**src/core/cssu_pkg.sv**
```systemverilog
package cssu_pkg;

  // ----------------------------------------------------------------
  // register offsets
  // ----------------------------------------------------------------
  localparam logic [7:0] ADDR_MODE     = 8'h00;
  localparam logic [7:0] ADDR_CTRL     = 8'h04;
  localparam logic [7:0] ADDR_PERIOD   = 8'h08;
  localparam logic [7:0] ADDR_PHASE    = 8'h0C;
  localparam logic [7:0] ADDR_TXBUF    = 8'h10;
  localparam logic [7:0] ADDR_RXBUF    = 8'h14;
  localparam logic [7:0] ADDR_IRQ_STAT = 8'h18;
  localparam logic [7:0] ADDR_IRQ_MASK = 8'h1C;

  // ----------------------------------------------------------------
  // counts and reset values
  // ----------------------------------------------------------------
  localparam logic [3:0]  CHAR_BITS     = 4'h8;
  localparam logic [3:0]  BIT_LAST      = 4'h7;
  localparam logic [16:0] PERIOD_OFFSET = 17'h00001;
  localparam logic        TX_IDLE_LEVEL = 1'b1;
  localparam int          SYNC_W        = 2;

  // ----------------------------------------------------------------
  // field layouts
  // ----------------------------------------------------------------
  typedef struct packed {
    logic tx_polarity_select;
    logic rx_polarity_select;
    logic tx_irq_source_select;
    logic bit_order_select;
    logic clock_invert_select;
    logic clock_idle_level;
    logic clock_source_select;
  } cssu_mode_s;

  typedef struct packed {
    logic rx_enable_bit;
    logic tx_enable_bit;
  } cssu_ctrl_s;

  typedef struct packed {
    logic       rx_complete_flag;
    logic       tx_shifter_empty_flag;
    logic       tx_buffer_empty_flag;
    logic [5:0] rsvd;
    cssu_ctrl_s ctrl;
  } cssu_ctrl_rd_s;

  typedef struct packed {
    logic overrun;
    logic rx_done;
    logic tx_event;
  } cssu_irq_s;

  typedef struct packed {
    logic       overrun;
    logic [7:0] data;
  } cssu_rxbuf_s;

  localparam cssu_mode_s MODE_RST = 7'h00;
  localparam cssu_ctrl_s CTRL_RST = 2'h0;
  localparam cssu_irq_s  IRQ_RST  = 3'h0;

  typedef enum logic [0:0] {
    SER_IDLE,
    SER_RUN
  } cssu_ser_e;

endpackage

```
**src/core/cssu_sync.sv**
```systemverilog
module cssu_sync (
  input  wire logic                      mclk_in,
  input  wire logic                      rst_in,
  input  wire logic [cssu_pkg::SYNC_W-1:0] d_in,
  output logic      [cssu_pkg::SYNC_W-1:0] q_out
);

  typedef struct packed {
    logic [cssu_pkg::SYNC_W-1:0] meta;
    logic [cssu_pkg::SYNC_W-1:0] q;
  } cssu_sync_s;

  cssu_sync_s s_reg;
  cssu_sync_s s_next;

  // ----------------------------------------------------------------
  // two-stage synchroniser, first stage read only by the second
  // ----------------------------------------------------------------
  always_comb begin
    s_next      = s_reg;
    s_next.meta = d_in;
    s_next.q    = s_reg.meta;
  end

  always_ff @(posedge mclk_in) begin
    if (rst_in) begin
      s_reg <= '0;
    end else begin
      s_reg <= s_next;
    end
  end

  assign q_out = s_reg.q;

endmodule // cssu_sync

```
**src/core/cssu_clkgen.sv**
```systemverilog
module cssu_clkgen (
  input  wire logic        mclk_in,
  input  wire logic        rst_in,
  input  wire logic        run_in,
  input  wire logic [15:0] period_in,
  output logic             lead_out,
  output logic             trail_out,
  output logic             phase_out
);

  typedef struct packed {
    logic [16:0] cnt;
    logic        phase;
    logic        lead;
    logic        trail;
  } cssu_gen_s;

  cssu_gen_s   s_reg;
  cssu_gen_s   s_next;
  logic [16:0] term;

  // ----------------------------------------------------------------
  // half period of n+2 base cycles
  // ----------------------------------------------------------------
  always_comb begin
    s_next       = s_reg;
    s_next.lead  = 1'b0;
    s_next.trail = 1'b0;
    term         = {1'b0, period_in} + cssu_pkg::PERIOD_OFFSET;
    if (!run_in) begin
      s_next.cnt   = '0;
      s_next.phase = 1'b0;
    end else if (s_reg.cnt == term) begin
      s_next.cnt   = '0;
      s_next.phase = ~s_reg.phase;
      s_next.lead  = ~s_reg.phase;
      s_next.trail = s_reg.phase;
    end else begin
      s_next.cnt = s_reg.cnt + 17'h00001;
    end
  end

  always_ff @(posedge mclk_in) begin
    if (rst_in) begin
      s_reg <= '0;
    end else begin
      s_reg <= s_next;
    end
  end

  assign lead_out  = s_reg.lead;
  assign trail_out = s_reg.trail;
  assign phase_out = s_reg.phase;

endmodule // cssu_clkgen

```
**src/core/cssu_top.sv**
```systemverilog
// The implementer's own choices: the APB interface to the registers and the register addresses.
module cssu_top (
  input  wire logic        mclk_in,
  input  wire logic        rst_in,
  input  wire logic        psel_in,
  input  wire logic        penable_in,
  input  wire logic        pwrite_in,
  input  wire logic [7:0]  paddr_in,
  input  wire logic [31:0] pwdata_in,
  output logic      [31:0] prdata_out,
  output logic             pready_out,
  output logic             pslverr_out,
  output logic             irq_out,
  input  wire logic        serial_clock_pin_in,
  output logic             serial_clock_pin_out,
  output logic             serial_clock_pin_oe_out,
  input  wire logic        serial_rx_pin_in,
  output logic             serial_tx_pin_out
);

  // ----------------------------------------------------------------
  // state
  // ----------------------------------------------------------------
  typedef struct packed {
    cssu_pkg::cssu_mode_s  mode;
    cssu_pkg::cssu_ctrl_s  ctrl;
    logic [15:0]           period_compare_value;
    logic [15:0]           phase_compare_value;
    logic [7:0]            tx_buffer;
    logic                  tx_buffer_empty_flag;
    logic                  tx_shifter_empty_flag;
    logic [7:0]            tx_shifter;
    logic [7:0]            rx_shifter;
    cssu_pkg::cssu_rxbuf_s rx_buffer;
    logic                  rx_complete_flag;
    logic [3:0]            bit_cnt;
    cssu_pkg::cssu_ser_e   ser_state;
    logic                  ext_clk_prev;
    cssu_pkg::cssu_irq_s   irq_stat;
    cssu_pkg::cssu_irq_s   irq_mask;
    logic                  irq;
    logic [31:0]           prdata;
    logic                  pready;
    logic                  pslverr;
    logic                  tx_pin;
    logic                  sclk_pin;
    logic                  sclk_oe;
  } cssu_state_s;

  cssu_state_s                 s_reg;
  cssu_state_s                 s_next;
  logic [cssu_pkg::SYNC_W-1:0] pin_sync;
  logic                        gen_lead;
  logic                        gen_trail;
  logic                        gen_phase;
  logic                        gen_run;
  logic                        internal_clk;
  logic                        ext_clk;
  logic                        rx_bit;
  logic                        edge_lead;
  logic                        edge_trail;
  logic                        rx_active;
  logic                        access;
  logic                        commit;
  logic [7:0]                  rx_next;
  cssu_pkg::cssu_irq_s         ev;
  cssu_pkg::cssu_irq_s         w1c;
  cssu_pkg::cssu_ctrl_rd_s     ctrl_rd;

  // ----------------------------------------------------------------
  // helpers
  // ----------------------------------------------------------------
  function automatic logic out_bit(input logic [7:0] sh, input logic msb_first);
    out_bit = msb_first ? sh[7] : sh[0];
  endfunction

  function automatic logic tx_level(input logic [7:0] sh, input cssu_pkg::cssu_mode_s m);
    tx_level = out_bit(sh, m.bit_order_select) ^ m.tx_polarity_select;
  endfunction

  function automatic logic [7:0] shift_tx(input logic [7:0] sh, input logic msb_first);
    shift_tx = msb_first ? {sh[6:0], 1'b0} : {1'b0, sh[7:1]};
  endfunction

  function automatic logic [7:0] shift_rx(input logic [7:0] sh, input logic msb_first,
                                          input logic b);
    shift_rx = msb_first ? {sh[6:0], b} : {b, sh[7:1]};
  endfunction

  function automatic logic mapped(input logic [7:0] a);
    case (a)
      cssu_pkg::ADDR_MODE,
      cssu_pkg::ADDR_CTRL,
      cssu_pkg::ADDR_PERIOD,
      cssu_pkg::ADDR_PHASE,
      cssu_pkg::ADDR_TXBUF,
      cssu_pkg::ADDR_RXBUF,
      cssu_pkg::ADDR_IRQ_STAT,
      cssu_pkg::ADDR_IRQ_MASK: mapped = 1'b1;
      default:                 mapped = 1'b0;
    endcase
  endfunction

  // ----------------------------------------------------------------
  // pin synchronisers and internal clock
  // ----------------------------------------------------------------
  cssu_sync u_sync (
    .mclk_in (mclk_in),
    .rst_in  (rst_in),
    .d_in    ({serial_clock_pin_in, serial_rx_pin_in}),
    .q_out   (pin_sync)
  );

  assign internal_clk = !s_reg.mode.clock_source_select;
  assign gen_run      = internal_clk && (s_reg.ser_state == cssu_pkg::SER_RUN);
  assign ext_clk      = pin_sync[1];

  cssu_clkgen u_clkgen (
    .mclk_in   (mclk_in),
    .rst_in    (rst_in),
    .run_in    (gen_run),
    .period_in (s_reg.period_compare_value),
    .lead_out  (gen_lead),
    .trail_out (gen_trail),
    .phase_out (gen_phase)
  );

  // ----------------------------------------------------------------
  // next state
  // ----------------------------------------------------------------
  always_comb begin
    s_next  = s_reg;
    ev      = '0;
    w1c     = '0;
    rx_next = '0;
    ctrl_rd = '0;

    // ---------------------------------------------------------------
    // clock edges and receive bit
    // ---------------------------------------------------------------
    // receive inversion
    rx_bit     = pin_sync[0] ^ s_reg.mode.rx_polarity_select;
    edge_lead  = internal_clk ? gen_lead : (ext_clk && !s_reg.ext_clk_prev);
    edge_trail = internal_clk ? gen_trail : (!ext_clk && s_reg.ext_clk_prev);
    rx_active  = s_reg.ctrl.tx_enable_bit || s_reg.ctrl.rx_enable_bit;
    access     = psel_in && penable_in;
    commit     = access && s_reg.pready;

    // ---------------------------------------------------------------
    // external clock history
    // ---------------------------------------------------------------
    s_next.ext_clk_prev = ext_clk;

    // ---------------------------------------------------------------
    // serial engine
    // ---------------------------------------------------------------
    case (s_reg.ser_state)
      cssu_pkg::SER_IDLE: begin
        if (s_reg.ctrl.tx_enable_bit && !s_reg.tx_buffer_empty_flag) begin
          s_next.tx_shifter            = s_reg.tx_buffer;
          s_next.tx_buffer_empty_flag  = 1'b1;
          s_next.tx_shifter_empty_flag = 1'b0;
          s_next.bit_cnt               = '0;
          s_next.ser_state             = cssu_pkg::SER_RUN;
          s_next.tx_pin = tx_level(s_reg.tx_buffer, s_reg.mode);
          ev.tx_event = !s_reg.mode.tx_irq_source_select;
        end
      end
      cssu_pkg::SER_RUN: begin
        if (!s_reg.ctrl.tx_enable_bit) begin
          s_next.ser_state             = cssu_pkg::SER_IDLE;
          s_next.tx_shifter_empty_flag = 1'b1;
        end else if (edge_lead) begin
          rx_next           = shift_rx(s_reg.rx_shifter, s_reg.mode.bit_order_select, rx_bit);
          s_next.rx_shifter = rx_next;
          s_next.bit_cnt    = s_reg.bit_cnt + 4'h1;
          if (s_reg.bit_cnt == cssu_pkg::BIT_LAST && rx_active) begin
            s_next.rx_buffer.data    = rx_next;
            s_next.rx_buffer.overrun = s_reg.rx_complete_flag;
            s_next.rx_complete_flag  = 1'b1;
            ev.rx_done               = 1'b1;
            ev.overrun               = s_reg.rx_complete_flag;
          end
        end else if (edge_trail) begin
          if (s_reg.bit_cnt == cssu_pkg::CHAR_BITS) begin
            ev.tx_event = s_reg.mode.tx_irq_source_select;
            s_next.bit_cnt = '0;
            if (!s_reg.tx_buffer_empty_flag) begin
              s_next.tx_shifter           = s_reg.tx_buffer;
              s_next.tx_buffer_empty_flag = 1'b1;
              s_next.tx_pin = tx_level(s_reg.tx_buffer, s_reg.mode);
              if (!s_reg.mode.tx_irq_source_select) begin
                ev.tx_event = 1'b1;
              end
            end else begin
              s_next.ser_state             = cssu_pkg::SER_IDLE;
              s_next.tx_shifter_empty_flag = 1'b1;
            end
          end else begin
            s_next.tx_shifter = shift_tx(s_reg.tx_shifter, s_reg.mode.bit_order_select);
            s_next.tx_pin = tx_level(s_next.tx_shifter, s_reg.mode);
          end
        end
      end
      default: begin
        s_next.ser_state = cssu_pkg::SER_IDLE;
      end
    endcase

    // ---------------------------------------------------------------
    // serial clock pin
    // ---------------------------------------------------------------
    s_next.sclk_oe = internal_clk;
    s_next.sclk_pin = s_reg.mode.clock_idle_level ^ s_reg.mode.clock_invert_select
                      ^ (gen_run && gen_phase);

    // ---------------------------------------------------------------
    // apb slave, one wait state
    // ---------------------------------------------------------------
    // status flags readable
    ctrl_rd.ctrl                  = s_reg.ctrl;
    ctrl_rd.tx_buffer_empty_flag  = s_reg.tx_buffer_empty_flag;
    ctrl_rd.tx_shifter_empty_flag = s_reg.tx_shifter_empty_flag;
    ctrl_rd.rx_complete_flag      = s_reg.rx_complete_flag;

    // ---------------------------------------------------------------
    // read response
    // ---------------------------------------------------------------
    if (access && !s_reg.pready) begin
      s_next.pready  = 1'b1;
      s_next.pslverr = !mapped(paddr_in);
      case (paddr_in)
        cssu_pkg::ADDR_MODE:     s_next.prdata = 32'(s_reg.mode);
        cssu_pkg::ADDR_CTRL:     s_next.prdata = 32'(ctrl_rd);
        cssu_pkg::ADDR_PERIOD:   s_next.prdata = 32'(s_reg.period_compare_value);
        cssu_pkg::ADDR_PHASE:    s_next.prdata = 32'(s_reg.phase_compare_value);
        cssu_pkg::ADDR_TXBUF:    s_next.prdata = 32'(s_reg.tx_buffer);
        cssu_pkg::ADDR_RXBUF:    s_next.prdata = 32'(s_reg.rx_buffer);
        cssu_pkg::ADDR_IRQ_STAT: s_next.prdata = 32'(s_reg.irq_stat);
        cssu_pkg::ADDR_IRQ_MASK: s_next.prdata = 32'(s_reg.irq_mask);
        default:                 s_next.prdata = '0;
      endcase
    end else begin
      s_next.pready  = 1'b0;
      s_next.pslverr = 1'b0;
    end

    // ---------------------------------------------------------------
    // register writes
    // ---------------------------------------------------------------
    if (commit && pwrite_in) begin
      case (paddr_in)
        cssu_pkg::ADDR_MODE: begin
          s_next.mode = pwdata_in[$bits(cssu_pkg::cssu_mode_s)-1:0];
        end
        cssu_pkg::ADDR_CTRL: begin
          s_next.ctrl = pwdata_in[$bits(cssu_pkg::cssu_ctrl_s)-1:0];
        end
        cssu_pkg::ADDR_PERIOD: begin
          s_next.period_compare_value = pwdata_in[15:0];
        end
        cssu_pkg::ADDR_PHASE: begin
          s_next.phase_compare_value = pwdata_in[15:0];
        end
        cssu_pkg::ADDR_TXBUF: begin
          s_next.tx_buffer            = pwdata_in[7:0];
          s_next.tx_buffer_empty_flag = 1'b0;
        end
        cssu_pkg::ADDR_IRQ_STAT: begin
          w1c = pwdata_in[$bits(cssu_pkg::cssu_irq_s)-1:0];
        end
        cssu_pkg::ADDR_IRQ_MASK: begin
          s_next.irq_mask = pwdata_in[$bits(cssu_pkg::cssu_irq_s)-1:0];
        end
        default: begin
          s_next.irq_mask = s_reg.irq_mask;
        end
      endcase
    end

    // ---------------------------------------------------------------
    // receive buffer read
    // ---------------------------------------------------------------
    // reading the receive buffer clears completion unless a new one lands
    if (commit && !pwrite_in && paddr_in == cssu_pkg::ADDR_RXBUF && !ev.rx_done) begin
      s_next.rx_complete_flag = 1'b0;
    end

    // ---------------------------------------------------------------
    // interrupts, set wins over clear
    // ---------------------------------------------------------------
    s_next.irq_stat = (s_reg.irq_stat & ~w1c) | ev;
    s_next.irq      = |(s_next.irq_stat & s_next.irq_mask);
  end

  // ----------------------------------------------------------------
  // registers
  // ----------------------------------------------------------------
  always_ff @(posedge mclk_in) begin
    if (rst_in) begin
      s_reg                       <= '0;
      s_reg.mode                  <= cssu_pkg::MODE_RST;
      s_reg.ctrl                  <= cssu_pkg::CTRL_RST;
      s_reg.irq_stat              <= cssu_pkg::IRQ_RST;
      s_reg.irq_mask              <= cssu_pkg::IRQ_RST;
      s_reg.tx_buffer_empty_flag  <= 1'b1;
      s_reg.tx_shifter_empty_flag <= 1'b1;
      s_reg.tx_pin                <= cssu_pkg::TX_IDLE_LEVEL;
      s_reg.ser_state             <= cssu_pkg::SER_IDLE;
    end else begin
      s_reg <= s_next;
    end
  end

  // ----------------------------------------------------------------
  // outputs
  // ----------------------------------------------------------------
  assign prdata_out              = s_reg.prdata;
  assign pready_out              = s_reg.pready;
  assign pslverr_out             = s_reg.pslverr;
  assign irq_out                 = s_reg.irq;
  assign serial_clock_pin_out    = s_reg.sclk_pin;
  assign serial_clock_pin_oe_out = s_reg.sclk_oe;
  assign serial_tx_pin_out       = s_reg.tx_pin;

endmodule // cssu_top

```
**config.mk**
```make
export PLATFORM = sky130hd
export DESIGN_NAME = cssu_top
export DESIGN_NICKNAME = d
export VERILOG_FILES = /design/src/core/cssu_pkg.sv /design/src/core/cssu_sync.sv /design/src/core/cssu_clkgen.sv /design/src/core/cssu_top.sv
export SDC_FILE = /design/constraint.sdc
export NUM_CORES = 1
export LEC_CHECK = 0
export ABC_CLOCK_PERIOD_IN_PS = 2540
export BUFFER_PORTS_ARGS = -buffer_cell sky130_fd_sc_hd__buf_4
export CAP_MARGIN = 5
export CORE_ASPECT_RATIO = 2
export CORE_MARGIN = 1
export CORE_UTILIZATION = 53
export DETAILED_ROUTE_END_ITERATION = 16
export HOLD_SLACK_MARGIN = 0.06
export PLACE_DENSITY_LB_ADDON = 0.1
export SYNTH_ARGS = -nofsm -noshare
export SYNTH_HDL_FRONTEND = slang
export SYNTH_SLANG_ARGS = --single-unit
export TNS_END_PERCENT = 10
```
**constraint.sdc**
```tcl
create_clock -name mclk_in -period 2.54 [get_ports mclk_in]
set_input_delay 0.635 -clock mclk_in [delete_from_list [all_inputs] [get_ports mclk_in]]
set_output_delay 0.635 -clock mclk_in [all_outputs]
set_load 0.05 [all_outputs]
```
### Word-level counts from Yosys, hierarchy flattened

Memory sizes are Yosys's and may differ from the RTL's.
Cells that the tools add are included.

* $add $sub $neg: 3
* $mul: 0
* div/mod/pow operators: 0
* $lt $le $gt $ge: 0
* eq/ne operators: 21
* shifts and indexed selects: 0
* mux-type cells: 54
* bitwise operators: 14
* reduce and logical (&&, ||, !) cells: 41

Operator list (count)
* one-hot mux 16 bit (8 select lines): 1
* 2-to-1 mux 10 bit: 4
* == test 8 x 5 -> 1 bit, second input constant: 4
* 2-to-1 mux 8 bit: 4
* 2-to-1 mux 30 bit: 1
* 2-to-1 mux 1 bit: 25
* one-hot mux 10 bit (2 select lines): 1
* 2-to-1 mux 18 bit: 1
* adder 16 x 1 -> 17 bit, second input constant: 1
* adder 17 x 1 -> 17 bit, second input constant: 1
* == test 17 bit: 1
* == test 8 x 4 -> 1 bit, second input constant: 2
* 2-to-1 mux 3 bit: 5
* 2-to-1 mux 5 bit: 3
* logical AND 1 bit: 13
* 2-to-1 mux 2 bit: 5
* one-hot mux 5 bit (2 select lines): 1
* AND reduction 2 bit: 5
* AND reduction 5 bit: 2
* zero test 1 bit: 9
* != test 3 bit, second input constant: 3
* OR reduction 3 bit: 3
* == test 8 x 3 -> 1 bit, second input constant: 1
* zero test 8 bit: 1
* other kinds (19): 36

* register bits: 151
* latch bits: 0
* RAM bits: 0
* bits in read-only memories: 32
* output and inout port bits: 38
* logic and storage cells: 175
* memories: 1

Memories
* (name not given): depth 32, width 1, rd ports 1, clocked after Yosys merged registers in 0, write ports 0, line cssu_top.sv:91 `case (a)`

### Longest topological paths before layout

Gate-level depths: netlist (run 1).

* depth in word-level cells: 10
* depth in mapped cells: 10
* gate-level depth less buffers: 9

### By module

From an unflattened synthesis (run 1), not the netlist that was laid out.

* cell total of the unflattened synthesis: 801
* area total of the unflattened synthesis: 6810.3 um2

By module, submodules not included
* cssu_top: instances 1, cells each 611, area an instance 5218.8 um2
* cssu_clkgen: instances 1, cells each 182, area an instance 1486.4 um2
* cssu_sync: instances 1, cells each 8, area an instance 105.1 um2

### Worst setup path before layout (run 1)

OpenSTA, ideal clock, no wires.

* path kind: flip-flop to flip-flop
* start: register s_reg[102] (netlist bit)
* end: register u_clkgen.s_reg[11] (netlist bit)
* data arrival time: 2.258 ns
* path slack: 0.166 ns
* stages on the path, launching flop included: 11
* buffers on the path: 2
* clock period less this slack: 2.374 ns
* cells stage by stage: dfxtp_1 -> ha_1 -> and3_1 -> buf_2 -> nand3_1 -> mux2_2 -> a31oi_1 -> or4_4 -> nand2_4 -> buf_12 -> nor2_2

* cells in the longest elaborated chain, start to end: 3

Ends and longest elaborated chain
* start: declaration: line cssu_top.sv:50 `cssu_state_s s_reg;`
* start signal: assignment: line cssu_top.sv:311 `s_reg <= s_next;`
* adder 16 x 1 -> 17 bit: line cssu_clkgen.sv:29 `term = {1'b0, period_in} + cssu_pkg::PERIOD_OFFSET;`
* == test 17 bit: line cssu_clkgen.sv:33 `end else if (s_reg.cnt == term) begin`
* OR reduction 3 bit (no line)
* end signal: assignment: line cssu_clkgen.sv:47 `s_reg <= s_next;`
* end: declaration: line cssu_clkgen.sv:18 `cssu_gen_s s_reg;`

Every way passes these cells.
A chain may end at the register's enable or synchronous reset.

### Worst setup path after layout (run 1)

* start: register s_reg[115] (netlist bit)
* end: register u_clkgen.s_reg, in the netlist u_clkgen.lead_out

* cells in the longest elaborated chain, start to end: 4

Ends and longest elaborated chain (line)
* adder 16 x 1 -> 17 bit: cssu_clkgen.sv:29
* == test 17 bit: cssu_clkgen.sv:33
* NOT 1 bit (no line)
* OR reduction 3 bit (no line)

Every way passes these cells.

==> key figures, run 1 <==
Critical path
  • Worst-path cell with the longest stage delay: or4_1
  • CP Data Required Time: 2890 ps
  • CP Capture Type: flop
  • Reg2Reg Depth: 7
  • CP Depth: 7
  • Setup crit start: s_reg[115]
  • Largest stage delay, worst path: 600 ps
  • Reg2reg end: u_clkgen.lead_out
  • WP buf/inv: 0
  • CP Cell Sequence: xnor2_2 -> xnor2_1 -> o311ai_1 -> nand3_1 -> or4_1 -> nor4b_4 -> nor2b_1
  • Delay-heaviest family, CP: simple AND/OR/NAND/NOR gates
  • R2R Setup Slk: 100 ps
  • CP startpoint kind: flop
  • Arrival time worst endpoint: 2800 ps
  • Worst Path Max Fanout: 6
  • CP endpoint: u_clkgen.lead_out
  • Worst reg2reg path startpoint: s_reg[115]
  • CP Class: reg2reg

Logic synthesis
  • Post-synth top flop: dfxtp_1
  • Simple-gate share of the synthesized area: 23.5%
  • Multiplexer area fraction after synthesis: 6.55%
  • Complex-gate fraction of the synthesized area: 15.7%
  • Synth Warn #: 0
  • Cells after synthesis: 798
  • Synth Register Bits: 135
  • Xor/xnor share of the synthesized area: 5.34%
  • Adder-cell share of the synthesized area: 0.747%
  • Number of distinct library cells after synthesis: 67
  • Async set-reset flop share out of synthesis: 0%
  • Post-synth EDFFs: 0
  • Largest family of logic cells by synthesized area: simple AND/OR/NAND/NOR gates
  • Syn Area/Cell: 8.40 µm²
  • Synth Cell Area: 6700 µm²
  • Part of the Yosys area used for sequential elements: 40.3%

GRT
  • Largest net degree at the start of global routing: 50
  • Total GRT Usage: 28.8%
  • Global-route wire length before repair: 28,400 µm
  • Initial antenna violation count: 0
  • Vias in the first global route: 5,695
  • Overflow after GRT: 0

Clocking
  • CTS tree: built
  • Reg clk slew, reported paths: 60 ps
  • CTS Buf Count: 17
  • Setup Fix Bufs, Post-CTS: 0
  • Skew-Pair Late Insertion Delay: 420 ps
  • CTS H-tree depth: 4
  • Hold bufs inserted after CTS: 0
  • CTS sink count: 135
  • Clk root buf: clkbuf_16
  • Clock Path Buffers: 2

STA
  • Setup Skew: 15.2 ps
  • Slew Limit Fails: 0
  • Final cycle utilization of the critical path: 96.2%
  • Endpoints failing setup: 0
  • Final min period: 2440 ps
  • Tightest hold margin: 411 ps
  • Slew margin rel.: 45.9%
  • Worst Max-Slew Pin Slew: 812 ps
  • Final hold vios: 0
  • FMAX: 0.409 GHz

Outcome
  • Outcome: finished, final reports clean

Power and ir drop
  • Cell Pwr Density: 649 nW/µm²
  • Worst vdd ir: 0.000519 V
  • Lkg Pwr: 2.86 nW

Hold path
  • Min-Delay Path Class: in2reg
  • Worst Hold Path Cells: 2

Cells and area
  • P&R area growth vs syn: 17.9%
  • FF+latch area: 2700 µm²
  • Multi-input gate area: 3570 µm²
  • Max reg flops: 84
  • Commonest non-fill, non-tap cell in the layout: dfxtp_1
  • Inserted Diodes: 0
  • Post-route insts no fill: 1,004
  • Fill cells: 1,085
  • Most frequent cells in the layout: dfxtp_1 (135), buf_4 (98), nor2_1 (94)
  • Nets: 896
  • Share of cells above drive strength 1: 19.1%

Route
  • Avg Vias per Cell: 5.81
  • Drt pass-1 iters: 6
  • DRT antenna net count: 0
  • Routed vias: 5,833
  • Routed wire length on met2: 10,200 µm
  • Total Wirelength: 18,300 µm
  • Met3 WL: 529 µm
  • WL/cell: 18.2 µm
  • M1 wire length: 6460 µm
  • 1st-iter DRT viols: 254
  • Top sig layer: met4
  • DRC violations left: 0

Floorplanning
  • Core Rows: 57
  • Num ports: 85
  • Die W: 81.5 µm
  • Starting Density: 54.6%
  • Die boundary height: 161 µm
  • Die ar.: 13,100 µm²
  • Core area: 12,300 µm²

Job
  • Max Cap Viol: 0

Placement
  • Port Buffer Count: 52
  • Placer Congestion: 0.924
  • HPWL after DPL: 13,600 µm
  • Dpl cells: 973
-- per-layer routing --
metal  vias up  GRT usage, %
met1      2776          28.5
met5         -             0
met4         0          18.8
met2       146          53.3
li1       2865             -
met3        46          3.62
-- worst register-to-register path, stage by stage, from the launching register on --
cell,delay (ps)
dfxtp_1,490
xnor2_2,150
xnor2_1,150
o311ai_1,410
nand3_1,120
or4_1,600
nor4b_4,280
nor2b_1,170
-- layout make-up --
cell class              instances  share of cell area, %
repair buffers                 99                   9.56
well taps                     147                   2.33
clock inverters                13                   2.79
flip-flops and latches        135                   34.2
inverters                      10                  0.475
clock buffers                  18                   5.43
multi-input cells             582                   45.2
-- synth_stat cells (8+ instances only) --
library cell	count	share of area [%]
dfxtp_1	135	40
nor2_1	94	5.3
nand2_1	76	4.3
a21oi_1	69	5.2
nand3_1	59	4.4
clkbuf_1	39	2.2
buf_4	36	4.0
mux2i_1	30	4.5
a211oi_1	28	3.1
xor2_1	20	2.6
xnor2_1	19	2.5
a22oi_1	15	1.7
and3_1	10	0.93
inv_1	10	0.56
nand2b_1	10	0.93
nor2_2	10	0.93
nor2b_1	9	0.84
nor3_1	9	0.67
mux2_2	8	1.3
nand4_1	8	0.75
-- report_power, final --
| part | switching, mW | total, mW | internal (mW) |
|---|---|---|---|
| logic | 0.183 | 0.253 | 0.0701 |
| registers | 0.00818 | 2.14 | 2.13 |
| clock network | 0.978 | 2.73 | 1.75 |
-- kinds of logic after synthesis --
logic type / count (synthesis)
adders and majority gates: 4
other: 1
xor gates and xnor gates: 40
muxes: 40
and+or+nand+nor: 322
AOI/OAI and AO/OA: 160
DFF: 135
buffers and inverters: 96
-- stage by stage --
| step | worst slack [ps] | TNS, ps | utilization, % | area, µm² | total power, mW |
|---|---|---|---|---|---|
| 4_1_cts | 21.1 | 0 | 64.2 | 7880 | 5.15 |
| 2_1_floorplan | 166 | 0 | - | 6760 | 2.37 |
| 5_1_grt | -1.92 | -2.70 | 64.4 | 7900 | 5.26 |
| 3_3_place_gp | -98.1 | -98.1 | 58.9 | 7220 | 2.44 |
| 3_5_place_dp | -112 | -116 | 58.9 | 7220 | 2.44 |
| 6_report | 95.8 | 0 | 64.4 | 7900 | 5.13 |
-- worst min-delay path by stage --
stage          slack (ps)                      end              from
2_1_floorplan         410          u_sync.q_out[0]  u_sync.s_next[0]
3_3_place_gp          420          u_sync.q_out[0]  u_sync.s_next[0]
3_5_place_dp          440          u_sync.q_out[1]  u_sync.s_next[1]
4_1_cts               420  serial_clock_pin_oe_out            rst_in
5_1_grt               410  serial_clock_pin_oe_out            rst_in
6_report              410  serial_clock_pin_oe_out            rst_in
-- timing repair --
item | CTS | global route
gates resized for setup | 2 | 4
pin swaps | 0 | 1
endpoints found under the setup margin | 17 | 20
Power figures use the tool's default switching activity.
==> inputs of run 2 (changes only) <==
BUFFER_PORTS_ARGS = -buffer_cell sky130_fd_sc_hd__buf_2   (was -buffer_cell sky130_fd_sc_hd__buf_4)
==> run 2 against run 1 <==
Net effect: clock power is 13% lower; flip-flop and latch count stayed put; fmax is 1.8% higher; worst hold slack worse by 0.61 ps; utilization is 1.7 points lower; setup slack better by 42 ps; count of clock-buffer cells in the layout is 2 higher; routed wire length hardly changed; via count is 1.2% higher; critical path depth is 2 higher; power is 7.4% lower; largest cell class unchanged; highest routed layer unchanged.
==> key figures, run 2 (synthesis results as in run 1) <==
Clocking
  • CTS H-tree depth: 4
  • CTS Buf Count: 17
  • Clk root buf: clkbuf_16
  • CTS sink count: 135
  • Clock Path Buffers: 2
  • Skew-Pair Late Insertion Delay: 420 ps
  • Hold bufs inserted after CTS: 0
  • Reg clk slew, reported paths: 60 ps
  • CTS tree: built
  • Setup Fix Bufs, Post-CTS: 0

Critical path
  • Worst Path Max Fanout: 16
  • Arrival time worst endpoint: 2710 ps
  • CP Capture Type: flop
  • CP Cell Sequence: ha_1 -> and3_2 -> buf_4 -> a221o_1 -> a21oi_1 -> o22ai_1 -> or4_4 -> nand2_8 -> nor2_1
  • WP buf/inv: 1
  • Worst-path cell with the longest stage delay: or4_4
  • Largest stage delay, worst path: 480 ps
  • Delay-heaviest family, CP: simple AND/OR/NAND/NOR gates
  • CP Data Required Time: 2850 ps
  • CP Class: reg2reg
  • CP startpoint kind: flop

Outcome
  • Outcome: finished, final reports clean

Cells and area
  • Inserted Diodes: 0
  • Util after Layout: 62.7%
  • Share of cells above drive strength 1: 19.4%
  • Max reg flops: 84
  • Nets: 894
  • P&R area growth vs syn: 14.8%
  • Commonest non-fill, non-tap cell in the layout: dfxtp_1
  • Most frequent cells in the layout: dfxtp_1 (133), nor2_1 (94), nand2_1 (76)

STA
  • Setup Skew: 12.6 ps
  • Worst Max-Slew Pin Slew: 823 ps
  • Final cycle utilization of the critical path: 94.6%
  • FMAX: 0.416 GHz
  • Slew margin rel.: 45.1%
  • Tightest hold margin: 410 ps
  • Final hold vios: 0
  • Fin Setup TNS: 0 ps
  • Endpoints failing setup: 0
  • Slew Limit Fails: 0
  • Final min period: 2400 ps
  • Final worst slack: 138 ps

Route
  • Met3 WL: 592 µm
  • Avg Vias per Cell: 5.89
  • Routed wire length on met2: 10,300 µm
  • Routed vias: 5,905
  • 1st-iter DRT viols: 365
  • WL/cell: 18.2 µm
  • Top sig layer: met4
  • Drt pass-1 iters: 5
  • DRT antenna net count: 0
  • DRC violations left: 0
  • M1 wire length: 6490 µm
  • Total Wirelength: 18,200 µm

Floorplanning
  • Core Rows: 57
  • Starting Density: 54.6%
  • Die ar.: 13,100 µm²
  • Die W: 81.5 µm
  • Core area: 12,300 µm²
  • Num ports: 85
  • Die boundary height: 161 µm

Power and ir drop
  • Worst vdd ir: 0.000526 V
  • Lkg Pwr: 2.78 nW
  • Power, Total: 4.74 mW
  • Cell Pwr Density: 617 nW/µm²

Hold path
  • Min-Delay Path Class: in2reg

Placement
  • Placer Congestion: 0.911
  • Port Buffer Count: 52
  • HPWL after DPL: 13,800 µm
  • Place WS: -21.9 ps

GRT
  • Overflow after GRT: 0
  • Vias in the first global route: 5,789
  • Total GRT Usage: 30.1%
  • Largest net degree at the start of global routing: 67
  • Initial antenna violation count: 0
  • Global-route wire length before repair: 29,600 µm

Job
  • Max Cap Viol: 0
run 2: final cells by class:
class / count / area, µm²
Clock buffer: 20 / 447
Clock inverter: 12 / 121
Fill cell: 1071 / 4570
Inverter: 10 / 37.5
Multi-Input combinational cell: 582 / 3590
Sequential cell: 135 / 2710
Tap cell: 147 / 184
Timing Repair Buffer: 97 / 613
run 2: stage by stage:
| step | std cells | cell area, µm² |
|---|---|---|
| 2_1_floorplan | 813 | 6760 |
| 3_3_place_gp | 971 | 7080 |
| 3_5_place_dp | 971 | 7080 |
| 4_1_cts | 1003 | 7650 |
| 5_1_grt | 1003 | 7690 |
| 6_report | 1003 | 7690 |
run 2: timing repair:
item / 4_1_cts / 5_1_grt
resized for setup: 1 / 8
cloned: 0 / 0
setup endpoints to repair: 2 / 18
pin swaps: 0 / 1
run 2: path summary, 6_finish.rpt:
check	startpoint	endpoint	slack, ps	depth (start not counted)
max	s_reg[102]	u_clkgen.s_reg[9]	140	9
min	rst_in	serial_clock_pin_oe_out	410	2
max reg2reg	s_reg[102]	u_clkgen.s_reg[9]	140	9
min reg2reg	u_sync.s_next[1]	u_sync.q_out[1]	450	1
run 2: where the power goes:
group	total [mW]	internal [mW]	switching [mW]
Sequential	2.14	2.13	0.00821
Clock	2.37	1.39	0.981
Combinational	0.236	0.0532	0.183
Total	4.74	3.57	1.17
run 2: per-layer routing:
layer / vias up / track usage, %
met3: 54 / 4.12
met2: 165 / 55.3
met1: 2821 / 31.1
met4: 0 / 16.8
met5: - / 0
li1: 2865 / -
==> inputs of run 3 (changes only) <==
ABC_CLOCK_PERIOD_IN_PS = 2300   (was 2540)
CORE_UTILIZATION = 58   (was 53)
clock period = 2.3 ns   (was 2.54 ns; I/O delays follow)
==> run 3 against run 2 <==
Net effect: the flow now finishes with violations (setup timing); sequential power grew 10%; power grew 19%; utilization grew 9.1 points; count of clock-buffer cells in the layout shrank 3; first-iteration DRC count shrank 27%; cell count grew 2.8%; register-to-register slack lost 160 ps; clock skew shrank 4.1 ps; clock power grew 27%; design area grew 5.3%; die area shrank 8.5%; flip-flop and latch count is the same; critical endpoint is now u_clkgen.s_reg[18]; highest routed layer unchanged.
==> key figures, run 3 (synthesis results as in run 1) <==
STA
  • Tightest hold margin: 368 ps
  • Final min period: 2320 ps
  • FMAX: 0.431 GHz
  • Slew margin rel.: 63.4%
  • Slew Limit Fails: 0
  • Endpoints failing setup: 9
  • Final cycle utilization of the critical path: 101%
  • Final hold vios: 0
  • RSZ-0062 raised after global routing: true
  • Final worst slack: -20.7 ps
  • Worst Max-Slew Pin Slew: 549 ps
  • Fin Setup TNS: -127 ps
  • Setup Skew: 8.46 ps

Power and ir drop
  • Power, Total: 5.63 mW
  • Cell Pwr Density: 695 nW/µm²
  • Lkg Pwr: 3.04 nW
  • Worst vdd ir: 0.000622 V

Placement
  • Place WS: -171 ps
  • Instance area after placement: 7320 µm²
  • Port Buffer Count: 52
  • HPWL after DPL: 13,800 µm
  • Dpl cells: 997
  • Placer Congestion: 0.940

Route
  • Total Wirelength: 18,900 µm
  • DRC violations left: 0
  • DRT antenna net count: 0
  • Routed vias: 6,096
  • Drt pass-1 iters: 5
  • 1st-iter DRT viols: 267
  • Avg Vias per Cell: 5.91
  • WL/cell: 18.3 µm

Critical path
  • Reg2reg end: u_clkgen.s_reg[18]
  • CP Capture Type: flop
  • CP Data Required Time: 2610 ps
  • R2R Setup Slk: -20 ps
  • CP Class: reg2reg
  • CP startpoint kind: flop
  • Worst reg2reg path startpoint: s_reg[107]
  • Worst Path Max Fanout: 8
  • Arrival time worst endpoint: 2630 ps
  • Reg2Reg Depth: 7

Outcome
  • Outcome: complete, but fails checks
  • Violated checks: setup timing

Clocking
  • Clk root buf: clkbuf_16
  • Reg clk slew, reported paths: 60 ps
  • CTS tree: built
  • CTS Buf Count: 17
  • CTS H-tree depth: 4
  • CTS sink count: 135
  • Clock Path Buffers: 2
  • Skew-Pair Late Insertion Delay: 410 ps
  • Hold bufs inserted after CTS: 0

Floorplanning
  • Core area: 11,300 µm²
  • Num ports: 85
  • Die ar.: 12,000 µm²
  • Die W: 78.0 µm
  • Starting Density: 59.4%
  • Die boundary height: 154 µm
  • Core Rows: 55

GRT
  • Busiest layer in global routing: met2
  • Met3 global-route usage: 4.51%
  • Total GRT Usage: 32.2%
  • Global-route wire length before repair: 29,800 µm
  • GRT met2 Usage: 62.2%
  • Vias in the first global route: 6,073
  • Global routing usage on met1: 30.0%
  • Overflow after GRT: 0
  • Initial antenna violation count: 0
  • Largest net degree at the start of global routing: 57

Job
  • Max Cap Viol: 0

Cells and area
  • P&R area growth vs syn: 20.9%
  • Commonest non-fill, non-tap cell in the layout: dfxtp_1
  • Util after Layout: 71.8%
  • Most frequent cells in the layout: dfxtp_1 (124), nor2_1 (94), nand2_1 (76), buf_4 (76), a21oi_1 (67)
  • Post-route insts no fill: 1,031
  • Finished Cell Area: 8110 µm²
  • Share of cells above drive strength 1: 24.5%
  • Inserted Diodes: 0
  • Nets: 928
  • Max reg flops: 84

Hold path
  • Worst Hold Path Cells: 2
  • Min-Delay Path Class: in2reg
  • Worst Min Path Start: serial_clock_pin_in
  • Hold EP: u_sync.s_next[1]
[run 3: worst max-delay path by stage]
stage / from / to / slack, ps / depth (start not counted)
finish: s_reg[107] / u_clkgen.s_reg[18] / -20 / 7
global route: s_reg[109] / u_clkgen.lead_out / -170 / 8
CTS: s_reg[107] / u_clkgen.lead_out / -20 / 7
detailed placement: s_reg[103] / u_clkgen.lead_out / -170 / 8
global placement: s_reg[102] / u_clkgen.lead_out / -130 / 8
floorplan: s_reg[102] / u_clkgen.s_reg[11] / 20 / 10
[run 3: repair_timing]
item / CTS / global route
gates cloned: 0 / 1
pin swaps: 3 / 8
setup buffers: 0 / 2
resized for setup: 11 / 18
setup endpoints to repair: 20 / 25
[run 3: worst max-delay path, stage by stage (launching register included)]
cell and delay (ps):
dfxtp_1 440, and4_4 300, nand3_1 140, mux2_2 270
a31oi_2 140, or4_4 660, nand2_4 200, nor2_2 60
[run 3: area by class of cell]
| cell class | instances | area, µm² |
|---|---|---|
| Multi-Input combinational cell | 583 | 3650 |
| Fill cell | 892 | 3180 |
| Sequential cell | 135 | 2720 |
| Timing Repair Buffer | 130 | 877 |
| Clock buffer | 17 | 425 |
| Clock inverter | 14 | 220 |
| Tap cell | 142 | 178 |
| Inverter | 10 | 37.5 |
[run 3: report_power, final]
part / switching (mW) / internal (mW) / leakage [nW]
combinational: 0.202 / 0.0603 / 1.63
clock: 1.07 / 1.93 / 0.314
sequential: 0.00838 / 2.35 / 1.10
[run 3: layer usage]
layer | up-vias | wire (µm)
met4 | 0 | 1260
met5 | - | 0
met1 | 2923 | 6460
met2 | 176 | 10500
met3 | 66 | 657
li1 | 2931 | -
